**config.mk**
```make
export PLATFORM = sky130hd
export DESIGN_NAME = ptc_timer
export DESIGN_NICKNAME = d
export VERILOG_FILES = /design/src/inc/ptc_pkg.sv /design/src/inc/ptc_psc_if.sv /design/src/logic/ptc_timer.sv /design/src/logic/ptc_prescaler.sv
export SDC_FILE = /design/constraint.sdc
export NUM_CORES = 1
export LEC_CHECK = 0
export BUFFER_PORTS_ARGS = -buffer_cell sky130_fd_sc_hd__buf_2
export CAP_MARGIN = 5
export CORE_UTILIZATION = 35
export CTS_BUF_LIST = sky130_fd_sc_hd__clkbuf_2
export CTS_CLUSTER_SIZE = 16
export DETAILED_ROUTE_END_ITERATION = 10
export PLACE_DENSITY_LB_ADDON = 0.08
export SLEW_MARGIN = 20
export SYNTH_ARGS = -nofsm -noshare
export SYNTH_HDL_FRONTEND = slang
export SYNTH_SLANG_ARGS = --single-unit
```
**constraint.sdc**
```tcl
create_clock -name clk -period 3.3 [get_ports clk]
set_input_delay 0.33 -clock clk [delete_from_list [all_inputs] [get_ports clk]]
set_output_delay 0.33 -clock clk [all_outputs]
set_load 0.005 [all_outputs]
```
**src/inc/ptc_pkg.sv**
```systemverilog
package ptc_pkg;

  // Bus and datapath widths.
  localparam int DATA_W = 32;
  localparam int ADR_W = 4;
  localparam int SEL_W = 4;
  localparam int BYTE_W = 8;
  localparam int PSC_W = 8;
  localparam int PS_W = 3;
  localparam int SYNC_STAGES = 2;

  // Register byte offsets, one aligned word each.
  localparam logic [ADR_W-1:0] OFF_LOW = 4'h0;
  localparam logic [ADR_W-1:0] OFF_HIGH = 4'h4;
  localparam logic [ADR_W-1:0] OFF_INTC = 4'h8;
  localparam logic [ADR_W-1:0] OFF_TCON = 4'hC;

  // Field positions in timer_control.
  localparam int TCON_RUN = 7;
  localparam int TCON_WIDTH = 6;
  localparam int TCON_SRC = 5;
  localparam int TCON_EDGE = 4;
  localparam int TCON_BYPASS = 3;
  localparam int TCON_PS_LSB = 0;

  // Field positions in interrupt_control.
  localparam int INTC_IE = 5;
  localparam int INTC_IF = 2;

  // Byte lane that carries every register.
  localparam int LANE_LOW = 0;

  // Reset values.
  localparam logic [BYTE_W-1:0] TCON_RESET = 8'hFF;
  localparam logic [BYTE_W-1:0] HIGH_BUF_RESET = 8'h00;
  localparam logic [BYTE_W-1:0] LOW_RESET = 8'h00;
  localparam logic [BYTE_W-1:0] HIGH_RESET = 8'h00;

  // Counting constants.
  localparam logic [BYTE_W-1:0] BYTE_ONE = 8'h01;
  localparam logic [BYTE_W-1:0] BYTE_ALL_ONES = 8'hFF;
  localparam logic [PSC_W-1:0] PSC_ZERO = 8'h00;
  localparam logic [PSC_W-1:0] PSC_ONE = 8'h01;
  localparam logic [1:0] INHIBIT_CYCLES = 2'h2;
  localparam logic [1:0] INHIBIT_STEP = 2'h1;
  localparam logic [1:0] INHIBIT_NONE = 2'h0;
  localparam logic [DATA_W-1:0] WORD_ZERO = 32'h0;

endpackage

```
**src/inc/ptc_psc_if.sv**
```systemverilog
// Link between the counter core and its prescaler.
interface ptc_psc_if;
  logic tick;
  logic clear;
  logic bypass;
  logic [ptc_pkg::PS_W-1:0] ratio_sel;
  logic out_tick;

  modport timer (
    output tick,
    output clear,
    output bypass,
    output ratio_sel,
    input out_tick
  );

  modport psc (
    input tick,
    input clear,
    input bypass,
    input ratio_sel,
    output out_tick
  );
endinterface

```
**src/logic/ptc_timer.sv**
```systemverilog
// Local design decisions: the register addresses and register access over Wishbone.
module ptc_timer (
  input wire logic clk,
  input wire logic reset_n,
  input wire logic clk_en,
  input wire logic wb_cyc_i,
  input wire logic wb_stb_i,
  input wire logic wb_we_i,
  input wire logic [ptc_pkg::ADR_W-1:0] wb_adr_i,
  input wire logic [ptc_pkg::SEL_W-1:0] wb_sel_i,
  input wire logic [ptc_pkg::DATA_W-1:0] wb_dat_i,
  output logic [ptc_pkg::DATA_W-1:0] wb_dat_o,
  output logic wb_ack_o,
  input wire logic external_count_pin,
  input wire logic sleep_mode,
  output logic overflow_irq
);
  import ptc_pkg::*;

  // Software-visible state.
  logic [BYTE_W-1:0] timer_control;
  logic [BYTE_W-1:0] count_low_byte;
  logic [BYTE_W-1:0] count_high_buffer;
  logic [BYTE_W-1:0] count_high_true;
  logic overflow_flag;
  logic overflow_irq_enable;

  // Internal state.
  logic [SYNC_STAGES-1:0] pin_sync;
  logic pin_prev;
  logic [1:0] inhibit_count;

  // Decoded control fields.
  logic timer_run;
  logic width_select;
  logic clock_source_select;
  logic count_edge_select;
  logic prescaler_bypass;
  logic [PS_W-1:0] prescale_ratio_select;

  // Bus strobes and counting terms.
  logic bus_fire;
  logic wr_low;
  logic wr_high;
  logic wr_intc;
  logic wr_tcon;
  logic rd_low;
  logic edge_hit;
  logic count_tick;
  logic wrap_now;
  logic next_flag;

  ptc_psc_if psc_link();

  // True when the current bus address selects the given register.
  function automatic logic reg_hit(input logic [ADR_W-1:0] adr, input logic [ADR_W-1:0] off);
    reg_hit = (adr == off);
    return reg_hit;
  endfunction

  // Control fields are read straight out of the control byte.
  assign timer_run = timer_control[TCON_RUN];
  assign width_select = timer_control[TCON_WIDTH];
  assign clock_source_select = timer_control[TCON_SRC];
  assign count_edge_select = timer_control[TCON_EDGE];
  assign prescaler_bypass = timer_control[TCON_BYPASS];
  assign prescale_ratio_select = timer_control[TCON_PS_LSB +: PS_W];

  // A request is served in the cycle it is first seen, so ack comes one edge later.
  assign bus_fire = wb_cyc_i && wb_stb_i && !wb_ack_o;
  assign wr_low = bus_fire && wb_we_i && wb_sel_i[LANE_LOW] && reg_hit(wb_adr_i, OFF_LOW);
  assign wr_high = bus_fire && wb_we_i && wb_sel_i[LANE_LOW] && reg_hit(wb_adr_i, OFF_HIGH);
  assign wr_intc = bus_fire && wb_we_i && wb_sel_i[LANE_LOW] && reg_hit(wb_adr_i, OFF_INTC);
  assign wr_tcon = bus_fire && wb_we_i && wb_sel_i[LANE_LOW] && reg_hit(wb_adr_i, OFF_TCON);
  assign rd_low = bus_fire && !wb_we_i && reg_hit(wb_adr_i, OFF_LOW);

  // Edge detect looks only at the second synchroniser stage and its delayed copy.
  assign edge_hit = count_edge_select ? (pin_prev && !pin_sync[SYNC_STAGES-1])
                                      : (!pin_prev && pin_sync[SYNC_STAGES-1]);

  // Counting needs the run bit, no pending hold-off and a live clock; sleep stops it.
  assign count_tick = timer_run && !sleep_mode && (inhibit_count == INHIBIT_NONE)
                      && (clock_source_select ? edge_hit : 1'b1);

  // The prescaler follows the control byte live, so reassignment needs no stop.
  assign psc_link.tick = count_tick;
  assign psc_link.clear = wr_low && !prescaler_bypass;
  assign psc_link.bypass = prescaler_bypass;
  assign psc_link.ratio_sel = prescale_ratio_select;

  ptc_prescaler #(
    .PSC_W(PSC_W)
  ) u_prescaler (
    .clk(clk),
    .reset_n(reset_n),
    .clk_en(clk_en),
    .psc(psc_link.psc)
  );

  // Wrap is judged on the width in force at the increment.
  assign wrap_now = psc_link.out_tick && !wr_low && (count_low_byte == BYTE_ALL_ONES)
                    && (width_select || (count_high_true == BYTE_ALL_ONES));

  // Hardware set beats a software clear landing in the same cycle.
  always_comb begin
    next_flag = overflow_flag;
    if (wr_intc) begin
      next_flag = wb_dat_i[INTC_IF];
    end
    if (wrap_now) begin
      next_flag = 1'b1;
    end
  end

  // Two-flop synchroniser for the count pin, then one more flop for edge history.
  always_ff @(posedge clk or negedge reset_n) begin
    if (!reset_n) begin
      pin_sync <= '0;
      pin_prev <= 1'b0;
    end else if (clk_en) begin
      pin_sync <= {pin_sync[SYNC_STAGES-2:0], external_count_pin};
      pin_prev <= pin_sync[SYNC_STAGES-1];
    end
  end

  // Hold-off after a count write; software is expected to pre-adjust the value written.
  always_ff @(posedge clk or negedge reset_n) begin
    if (!reset_n) begin
      inhibit_count <= INHIBIT_NONE;
    end else if (clk_en) begin
      if (wr_low) begin
        inhibit_count <= INHIBIT_CYCLES;
      end else if (inhibit_count != INHIBIT_NONE) begin
        inhibit_count <= inhibit_count - INHIBIT_STEP;
      end
    end
  end

  // Control byte comes up all ones, so the timer runs at once in 8-bit bypass mode, counting falling edges of the count pin.
  always_ff @(posedge clk or negedge reset_n) begin
    if (!reset_n) begin
      timer_control <= TCON_RESET;
    end else if (clk_en && wr_tcon) begin
      timer_control <= wb_dat_i[BYTE_W-1:0];
    end
  end

  // Low byte: a write wins over an increment in the same cycle.
  always_ff @(posedge clk or negedge reset_n) begin
    if (!reset_n) begin
      count_low_byte <= LOW_RESET;
    end else if (clk_en) begin
      if (wr_low) begin
        count_low_byte <= wb_dat_i[BYTE_W-1:0];
      end else if (psc_link.out_tick) begin
        count_low_byte <= count_low_byte + BYTE_ONE;
      end
    end
  end

  // True high byte is reachable only through the buffer.
  always_ff @(posedge clk or negedge reset_n) begin
    if (!reset_n) begin
      count_high_true <= HIGH_RESET;
    end else if (clk_en && !width_select) begin
      if (wr_low) begin
        count_high_true <= count_high_buffer;
      end else if (psc_link.out_tick && (count_low_byte == BYTE_ALL_ONES)) begin
        count_high_true <= count_high_true + BYTE_ONE;
      end
    end
  end

  // Buffer is written directly and, in 16-bit mode only, captures the true high byte on a low read.
  always_ff @(posedge clk or negedge reset_n) begin
    if (!reset_n) begin
      count_high_buffer <= HIGH_BUF_RESET;
    end else if (clk_en) begin
      if (wr_high) begin
        count_high_buffer <= wb_dat_i[BYTE_W-1:0];
      end else if (rd_low && !width_select) begin
        count_high_buffer <= count_high_true;
      end
    end
  end

  // Overflow flag and its enable.
  always_ff @(posedge clk or negedge reset_n) begin
    if (!reset_n) begin
      overflow_flag <= 1'b0;
      overflow_irq_enable <= 1'b0;
    end else if (clk_en) begin
      overflow_flag <= next_flag;
      if (wr_intc) begin
        overflow_irq_enable <= wb_dat_i[INTC_IE];
      end
    end
  end

  // Request is gated by the enable and kept low in sleep so it never acts as a wake source.
  always_ff @(posedge clk or negedge reset_n) begin
    if (!reset_n) begin
      overflow_irq <= 1'b0;
    end else if (clk_en) begin
      overflow_irq <= next_flag && overflow_irq_enable && !sleep_mode;
    end
  end

  // Bus answer: ack for every address; unmapped reads return zero and writes are dropped.
  always_ff @(posedge clk or negedge reset_n) begin
    if (!reset_n) begin
      wb_ack_o <= 1'b0;
      wb_dat_o <= WORD_ZERO;
    end else if (clk_en) begin
      wb_ack_o <= bus_fire;
      if (bus_fire && !wb_we_i) begin
        wb_dat_o <= WORD_ZERO;
        if (reg_hit(wb_adr_i, OFF_LOW)) begin
          wb_dat_o[BYTE_W-1:0] <= count_low_byte;
        end else if (reg_hit(wb_adr_i, OFF_HIGH)) begin
          wb_dat_o[BYTE_W-1:0] <= count_high_buffer;
        end else if (reg_hit(wb_adr_i, OFF_INTC)) begin
          wb_dat_o[INTC_IE] <= overflow_irq_enable;
          wb_dat_o[INTC_IF] <= overflow_flag;
        end else if (reg_hit(wb_adr_i, OFF_TCON)) begin
          wb_dat_o[BYTE_W-1:0] <= timer_control;
        end
      end
    end
  end
endmodule

```
**src/logic/ptc_prescaler.sv**
```systemverilog
module ptc_prescaler #(
  parameter int PSC_W = ptc_pkg::PSC_W
) (
  input wire logic clk,
  input wire logic reset_n,
  input wire logic clk_en,
  ptc_psc_if.psc psc
);
  import ptc_pkg::*;

  logic [PSC_W-1:0] psc_count;

  // Mask of the low count bits that must all be set for one output tick.
  // The shift amount is one bit wider than the code, or code 111 would wrap to a shift of zero.
  function automatic logic [PSC_W-1:0] ratio_mask(input logic [PS_W-1:0] sel);
    logic [PSC_W:0] wide;
    wide = {{PSC_W{1'b0}}, 1'b1} << ((PS_W + 1)'(sel) + 1'b1);
    ratio_mask = wide[PSC_W-1:0] - PSC_ONE[PSC_W-1:0];
    return ratio_mask;
  endfunction

  // Bypass passes ticks straight on; otherwise one tick per 2**(sel+1) input ticks.
  always_comb begin
    if (psc.bypass) begin
      psc.out_tick = psc.tick;
    end else begin
      psc.out_tick = psc.tick && ((psc_count & ratio_mask(psc.ratio_sel)) == ratio_mask(psc.ratio_sel));
    end
  end

  // The count has no bus path; a power-of-two ratio lets it wrap freely. Clear wins over a tick.
  always_ff @(posedge clk or negedge reset_n) begin
    if (!reset_n) begin
      psc_count <= PSC_ZERO[PSC_W-1:0];
    end else if (clk_en) begin
      if (psc.clear) begin
        psc_count <= PSC_ZERO[PSC_W-1:0];
      end else if (psc.tick && !psc.bypass) begin
        psc_count <= psc_count + PSC_ONE[PSC_W-1:0];
      end
    end
  end
endmodule

```
==> results.yml, run 1 <==
worst_setup_path:
  critPathLaunch: "timer_control[2]$_DFFE_PN1P_"
  endpoint: "count_high_true[5]$_DFFE_PN0P_"
  path_class: "reg2reg"
  r2r_end: "count_high_true[5]$_DFFE_PN0P_"
  critPathLaunchType: "flip-flop"
  path_max_fanout: 9
  crit_arrival_ns: 3.35
  crit_path_end_kind: "flip-flop"
  reg2reg_depth: 8
  worstPathRequired_ns: 3.70
  r2r_setup_slack_ns: 0.35
  reg2reg_from: "timer_control[2]$_DFFE_PN1P_"
yosys:
  synthDistinctLibCells: 72
  syn_avg_cell_area_sq_um: 9.24
  synth_top_cells_by_count: "49 x dfrtp_1, 46 x nor2_1, 37 x a21oi_1, 36 x nand2_1, 25 x buf_4"
  synth.cell_area_sq_um: 3600
  synth_most_common_cell: "dfrtp_1"
  synth_top_area_share_pct: 34.0
  yosysSeqAreaShare_pct: 39.8
  ys_warn_count: 0
  synth_cells: 390
  synth-edff-count: 0
  synth_largest_area_cell: "dfrtp_1"
  synth_area_leaders: "dfrtp_1 34%, dfstp_2 5.8%, buf_4 5.2%"
  async_flop_share_pct: 100
  synthFlopType: "dfrtp_1"
  synth_seq_cells: 57
route:
  wl_per_cell_um: 16.7
  drt_first_pass_iters: 4
  drtAntennaViolNets: 0
  drt_wl_total_um: 9290
  drcViolationCount: 0
  drt_iter0_drc: 172
  vias: 2808
  drt-vias-per-instance: 5.06
global_route:
  antenna_found_initial: 0
  grt_max_degree: 47
  grt_use_total_pct: 18.9
  grt_remaining_overflow: 0
  grt_pass1_wl_um: 14700
  grt_pass1_vias: 2724
sta:
  finalHoldViolCount: 0
  clock.fmax_mhz: 339
  min_period_over_period_pct: 89.4
  drv_slew: 0
  whs_ns: 0.0513
  fin_tns_setup_ns: 0
  setup_viol: 0
  period_needed_ns: 2.95
  clock_skew_ns: 0.0213
  relSlewSlack_pct: 59.4
  rsz0062_at_grt: "false"
  worst_pin_slew_ns: 0.609
place:
  numPortBuffers: 30
  dp_hpwl_um: 6750
  globalplace.congestion: 0.822
power:
  internal-power_uw: 970
  netSwitchingFraction_pct: 32.1
  total_power_mw: 1.43
  netSwitchingPower_uw: 458
  power.leakage_nw: 1.73
  peakVddDrop_uv: 220
  power_density_nw_per_um2: 373
  p_clk_share_pct: 26.4
  pwr-share-seq_pct: 57.1
  combPwrFrac_pct: 16.5
floorplan:
  design.die.area_sq_um: 10700
  fp.dieW_um: 103
  core-area_sq_um: 9860
  row_count: 36
  start_util_pct: 36.5
  die_y_um: 103
  io_pins: 82
status:
  outcome: "finished clean"
cts:
  clockBufferDepth: 2
  postCtsSetupBuffers: 0
  cts_tree: "done"
  clock_sinks: 57
  numCtsBuffers: 9
  clock_latency_ns: 0.50
  clk_pin_slew_ns: 0.17
  cts_max_level: 3
  root_buffer: "clkbuf_2"
final_layout:
  layout-drive-gt1-share_pct: 22.3
  n_antenna_cell: 0
  finish.net_count: 470
  fin_util_pct: 38.8
  syn2layout_area_growth_pct: 6.07
job:
  max_cap_viol_count: 0
hold_path:
  hp-class: "in2reg"
[power by group through the flow]
stage          sequential (mW)  combinational (mW)  clock [mW]
4_1_cts                  0.816               0.240       0.393
5_1_grt                  0.827               0.276       0.413
2_1_floorplan            0.804               0.195           0
6_report                 0.815               0.236       0.377
3_3_place_gp             0.827               0.235           0
3_5_place_dp             0.829               0.239           0
[metrics by stage]
stage | area (sq um) | worst slack, ns | instances
after floorplan | 3690 | 0.405 | 413
after global placement | 3730 | 0.414 | 538
after detailed placement | 3730 | 0.365 | 538
after CTS | 3810 | 0.333 | 554
after global routing | 3820 | 0.210 | 555
final | 3820 | 0.350 | 555
[how the worst min path moves through the flow]
stage	start	end	cells after the start
final	external_count_pin	pin_sync[0]$_DFFE_PN0P_	2
after global routing	external_count_pin	pin_sync[0]$_DFFE_PN0P_	2
after CTS	reset_n	u_prescaler.psc_count[3]$_DFFE_PN0P_	1
after detailed placement	wb_dat_o[0]$_DFFE_PN0P_	wb_dat_o[0]$_DFFE_PN0P_	2
after global placement	wb_dat_o[0]$_DFFE_PN0P_	wb_dat_o[0]$_DFFE_PN0P_	2
after floorplan	reset_n	count_high_buffer[0]$_DFFE_PN0P_	0
[flip-flops by register name, indices dropped and copies added (netlist names)]
register               flops
count_low_byte             8
overflow_irq_enable        1
pin_prev                   1
pin_sync                   2
overflow_irq               1
u_prescaler.psc_count      8
count_high_buffer          8
overflow_flag              1
wb_dat_o                   8
timer_control              8
count_high_true            8
wb_ack_o                   1
inhibit_count              2
[critical path: stages, from the launching register on]
cell,delay (ns)
dfstp_2,0.45
or3_2,0.48
ha_1,0.28
mux2_4,0.31
a2111oi_4,0.40
a31oi_4,0.23
nor4_2,0.36
mux2i_1,0.24
nand3_1,0.08
[kinds of logic after synthesis]
group	after synthesis	synth area share (%)
adders and majority gates	5	1.74
other	2	0.208
xor gates and xnor gates	5	1.22
and+or+nand+nor	151	21.3
DFF	57	39.8
muxes	31	9.89
AOI/OAI and AO/OA	86	15.9
buffers and inverters	53	9.93
[area by class of cell]
type	count	area [sq um]
clock buffer	14	70.1
clock inverter	2	8.76
fill	1015	6040
inverter	8	30.0
multi-input combinational	303	1900
sequential	57	1440
tap	133	166
timing repair buffer	38	215
[routing by layer]
layer	part of all wire, %	up-vias	track usage [%]	wire (um)
li1	-	1390	-	-
met4	1.5	0	6.50	138
met3	4.8	9	4.23	446
met5	0	-	0	0
met2	46	64	29.4	4280
met1	48	1345	25.9	4420
[what timing repair did]
item,4_1_cts,5_1_grt
endpoints found under the setup margin,0,0
resized for setup,0,0
hold buffers,0,1
endpoints found under the hold margin,0,39
[cell usage in the layout, fill, tap and decap left out, drive strengths merged, types with 4 or more instances in the layout]
master / Yosys / final
clkbuf: 14 / 14
buf: 30 / 37
nand3: 18 / 18
ha: 5 / 5
a21oi: 38 / 38
or3: 6 / 6
dfrtp: 49 / 49
nor3: 12 / 12
a31oi: 5 / 5
mux2i: 15 / 15
conb: 2 / 25
inv: 7 / 7
dfstp: 8 / 8
nor2: 47 / 47
nand3b: 4 / 4
nand2: 36 / 36
o21ai: 18 / 18
and2: 4 / 4
mux2: 14 / 14
(Power assumes the default switching activity.)
==> run 2, diff against run 1 <==
CORE_UTILIZATION = 56   (was 35)
==> run 2 against run 1 <==
Against the previous run:
- sequential share of layout area is 0.92 points higher
- first-iteration DRC count is 10% higher
- sequential power hardly changed
- clock-buffer cell count is 4 lower
- total power is 1.4% lower
- cell count is 11% lower
==> results.yml, run 2 (synthesized netlist as in run 1, its figures left out) <==
status:
  outcome: "finished clean"
final_layout:
  final_common_cell: "dfrtp_1"
  n_antenna_cell: 0
  layout-drive-gt1-share_pct: 21.2
  final_area_sq_um: 3730
  finish.net_count: 468
  multi_input_comb_area_sq_um: 1900
  syn2layout_area_growth_pct: 3.54
  fin_util_pct: 61.6
  seqCellArea_sq_um: 1440
  fillers: 558
  final_cell_mix: "49 x dfrtp_1, 46 x nor2_1, 37 x a21oi_1"
floorplan:
  die_y_um: 82.2
  core-area_sq_um: 6060
  row_count: 28
  fp.dieW_um: 82.2
  start_util_pct: 59.5
  io_pins: 82
  design.die.area_sq_um: 6760
worst_setup_path:
  worstPathRequired_ns: 3.68
  max_stage_delay_ns: 0.48
  crit_buf_inv: 0
  crit_path_end_kind: "flip-flop"
  critPathTopFamily: "compound AO/OA/AOI/OAI gates"
  cpMaxStageDelayCell: "or3_2"
  r2r_setup_slack_ns: 0.30
  critPathLaunchType: "flip-flop"
  crit_arrival_ns: 3.38
  path_class: "reg2reg"
  crit_chain: "or3_2 > ha_1 > mux2_4 > a2111oi_4 > a31oi_4 > o21ai_4 > and2_1 > a21oi_1"
  path_max_fanout: 10
route:
  drtAntennaViolNets: 0
  drt-vias-per-instance: 5.82
  wl_per_cell_um: 16.7
  drt_iter0_drc: 190
  drt_first_pass_iters: 5
  drt_wl_total_um: 8250
  vias: 2880
  drcViolationCount: 0
power:
  p_clk_share_pct: 25.6
  total_power_mw: 1.41
  peakVddDrop_uv: 239
  combPwrFrac_pct: 16.7
  pwr-share-seq_pct: 57.7
  power_density_nw_per_um2: 377
  netSwitchingPower_uw: 460
  power.leakage_nw: 1.71
  netSwitchingFraction_pct: 32.7
  internal-power_uw: 948
cts:
  numCtsBuffers: 9
  cts_tree: "done"
  clockBufferDepth: 2
  cts_max_level: 3
  post_cts_resized: 0
  postCtsSetupBuffers: 0
  clk_pin_slew_ns: 0.18
  clock_sinks: 57
  root_buffer: "clkbuf_2"
  clock_latency_ns: 0.51
  cts_hold_buf: 1
job:
  max_cap_viol_count: 0
place:
  globalplace.congestion: 0.865
  dp_hpwl_um: 5910
  dpl_cell_area_sq_um: 3640
  pre_cts_ws_ns: 0.349
  numPortBuffers: 30
sta:
  worst_pin_slew_ns: 0.838
  period_needed_ns: 3.00
  min_period_over_period_pct: 90.9
  setup_ws_ns: 0.301
  clock_skew_ns: 0.0270
  finalHoldViolCount: 0
  relSlewSlack_pct: 43.9
  rsz0062_at_grt: "false"
  clock.fmax_mhz: 333
  drv_slew: 0
  fin_tns_setup_ns: 0
  setup_viol: 0
global_route:
  grt_max_degree: 45
  grt_remaining_overflow: 0
  grt_use_total_pct: 26.9
  antenna_found_initial: 0
  grt_pass1_wl_um: 13100
  grt_pass1_vias: 2539
hold_path:
  hp-class: "in2reg"
[run 2: cell count changes in the layout (fill, tap and decap cells not counted)]
| cell | before | now |
|---|---|---|
| clkinv_1 | 2 | 5 |
| buf_4 | 8 | 6 |
| clkinv_2 | 1 | 2 |
| clkbuf_2 | 14 | 10 |
[run 2: per-layer routing]
metal / GRT usage [%] / share of wire, % / wire, um
met4: 7.89 / 1.3 / 105
met1: 37.8 / 46 / 3770
met2: 41.6 / 47 / 3880
met5: 0 / 0 / 0
met3: 5.60 / 5.9 / 489
[run 2: layout make-up]
cell class                 count  share of cell area [%]
multi-input combinational    303                    50.8
inverter                       8                   0.805
clock inverter                 6                   0.670
timing repair buffer          36                    5.36
sequential                    57                    38.5
clock buffer                  10                    1.34
tap                           75                    2.51
[run 2: power by group through the flow]
stage | sequential [mW] | clock (mW) | combinational [mW]
after CTS | 0.811 | 0.370 | 0.238
final | 0.812 | 0.360 | 0.236
after global routing | 0.822 | 0.398 | 0.269
after detailed placement | 0.824 | 0 | 0.235
after global placement | 0.823 | 0 | 0.226
after floorplan | 0.804 | 0 | 0.195
[run 2: path summary, 6_finish.rpt]
kind	cells after the start	end	start
worst max-delay path	8	count_low_byte[3]$_DFFE_PN0P_	timer_control[2]$_DFFE_PN1P_
worst min-delay path	2	pin_sync[0]$_DFFE_PN0P_	external_count_pin
worst max register to register	8	count_low_byte[3]$_DFFE_PN0P_	timer_control[2]$_DFFE_PN1P_
worst min register to register	1	inhibit_count[0]$_DFFE_PN0P_	inhibit_count[0]$_DFFE_PN0P_
max in group asynchronous	3	timer_control[3]$_DFFE_PN1P_	reset_n
min in group asynchronous	2	count_high_true[3]$_DFFE_PN0P_	reset_n
[run 2: metrics by stage]
step | cells | hold slack [ns]
floorplan | 413 | 0.0344
global placement | 478 | 0.463
detailed placement | 478 | 0.473
CTS | 495 | 0.0213
global route | 495 | 0.0213
finish | 495 | 0.0413
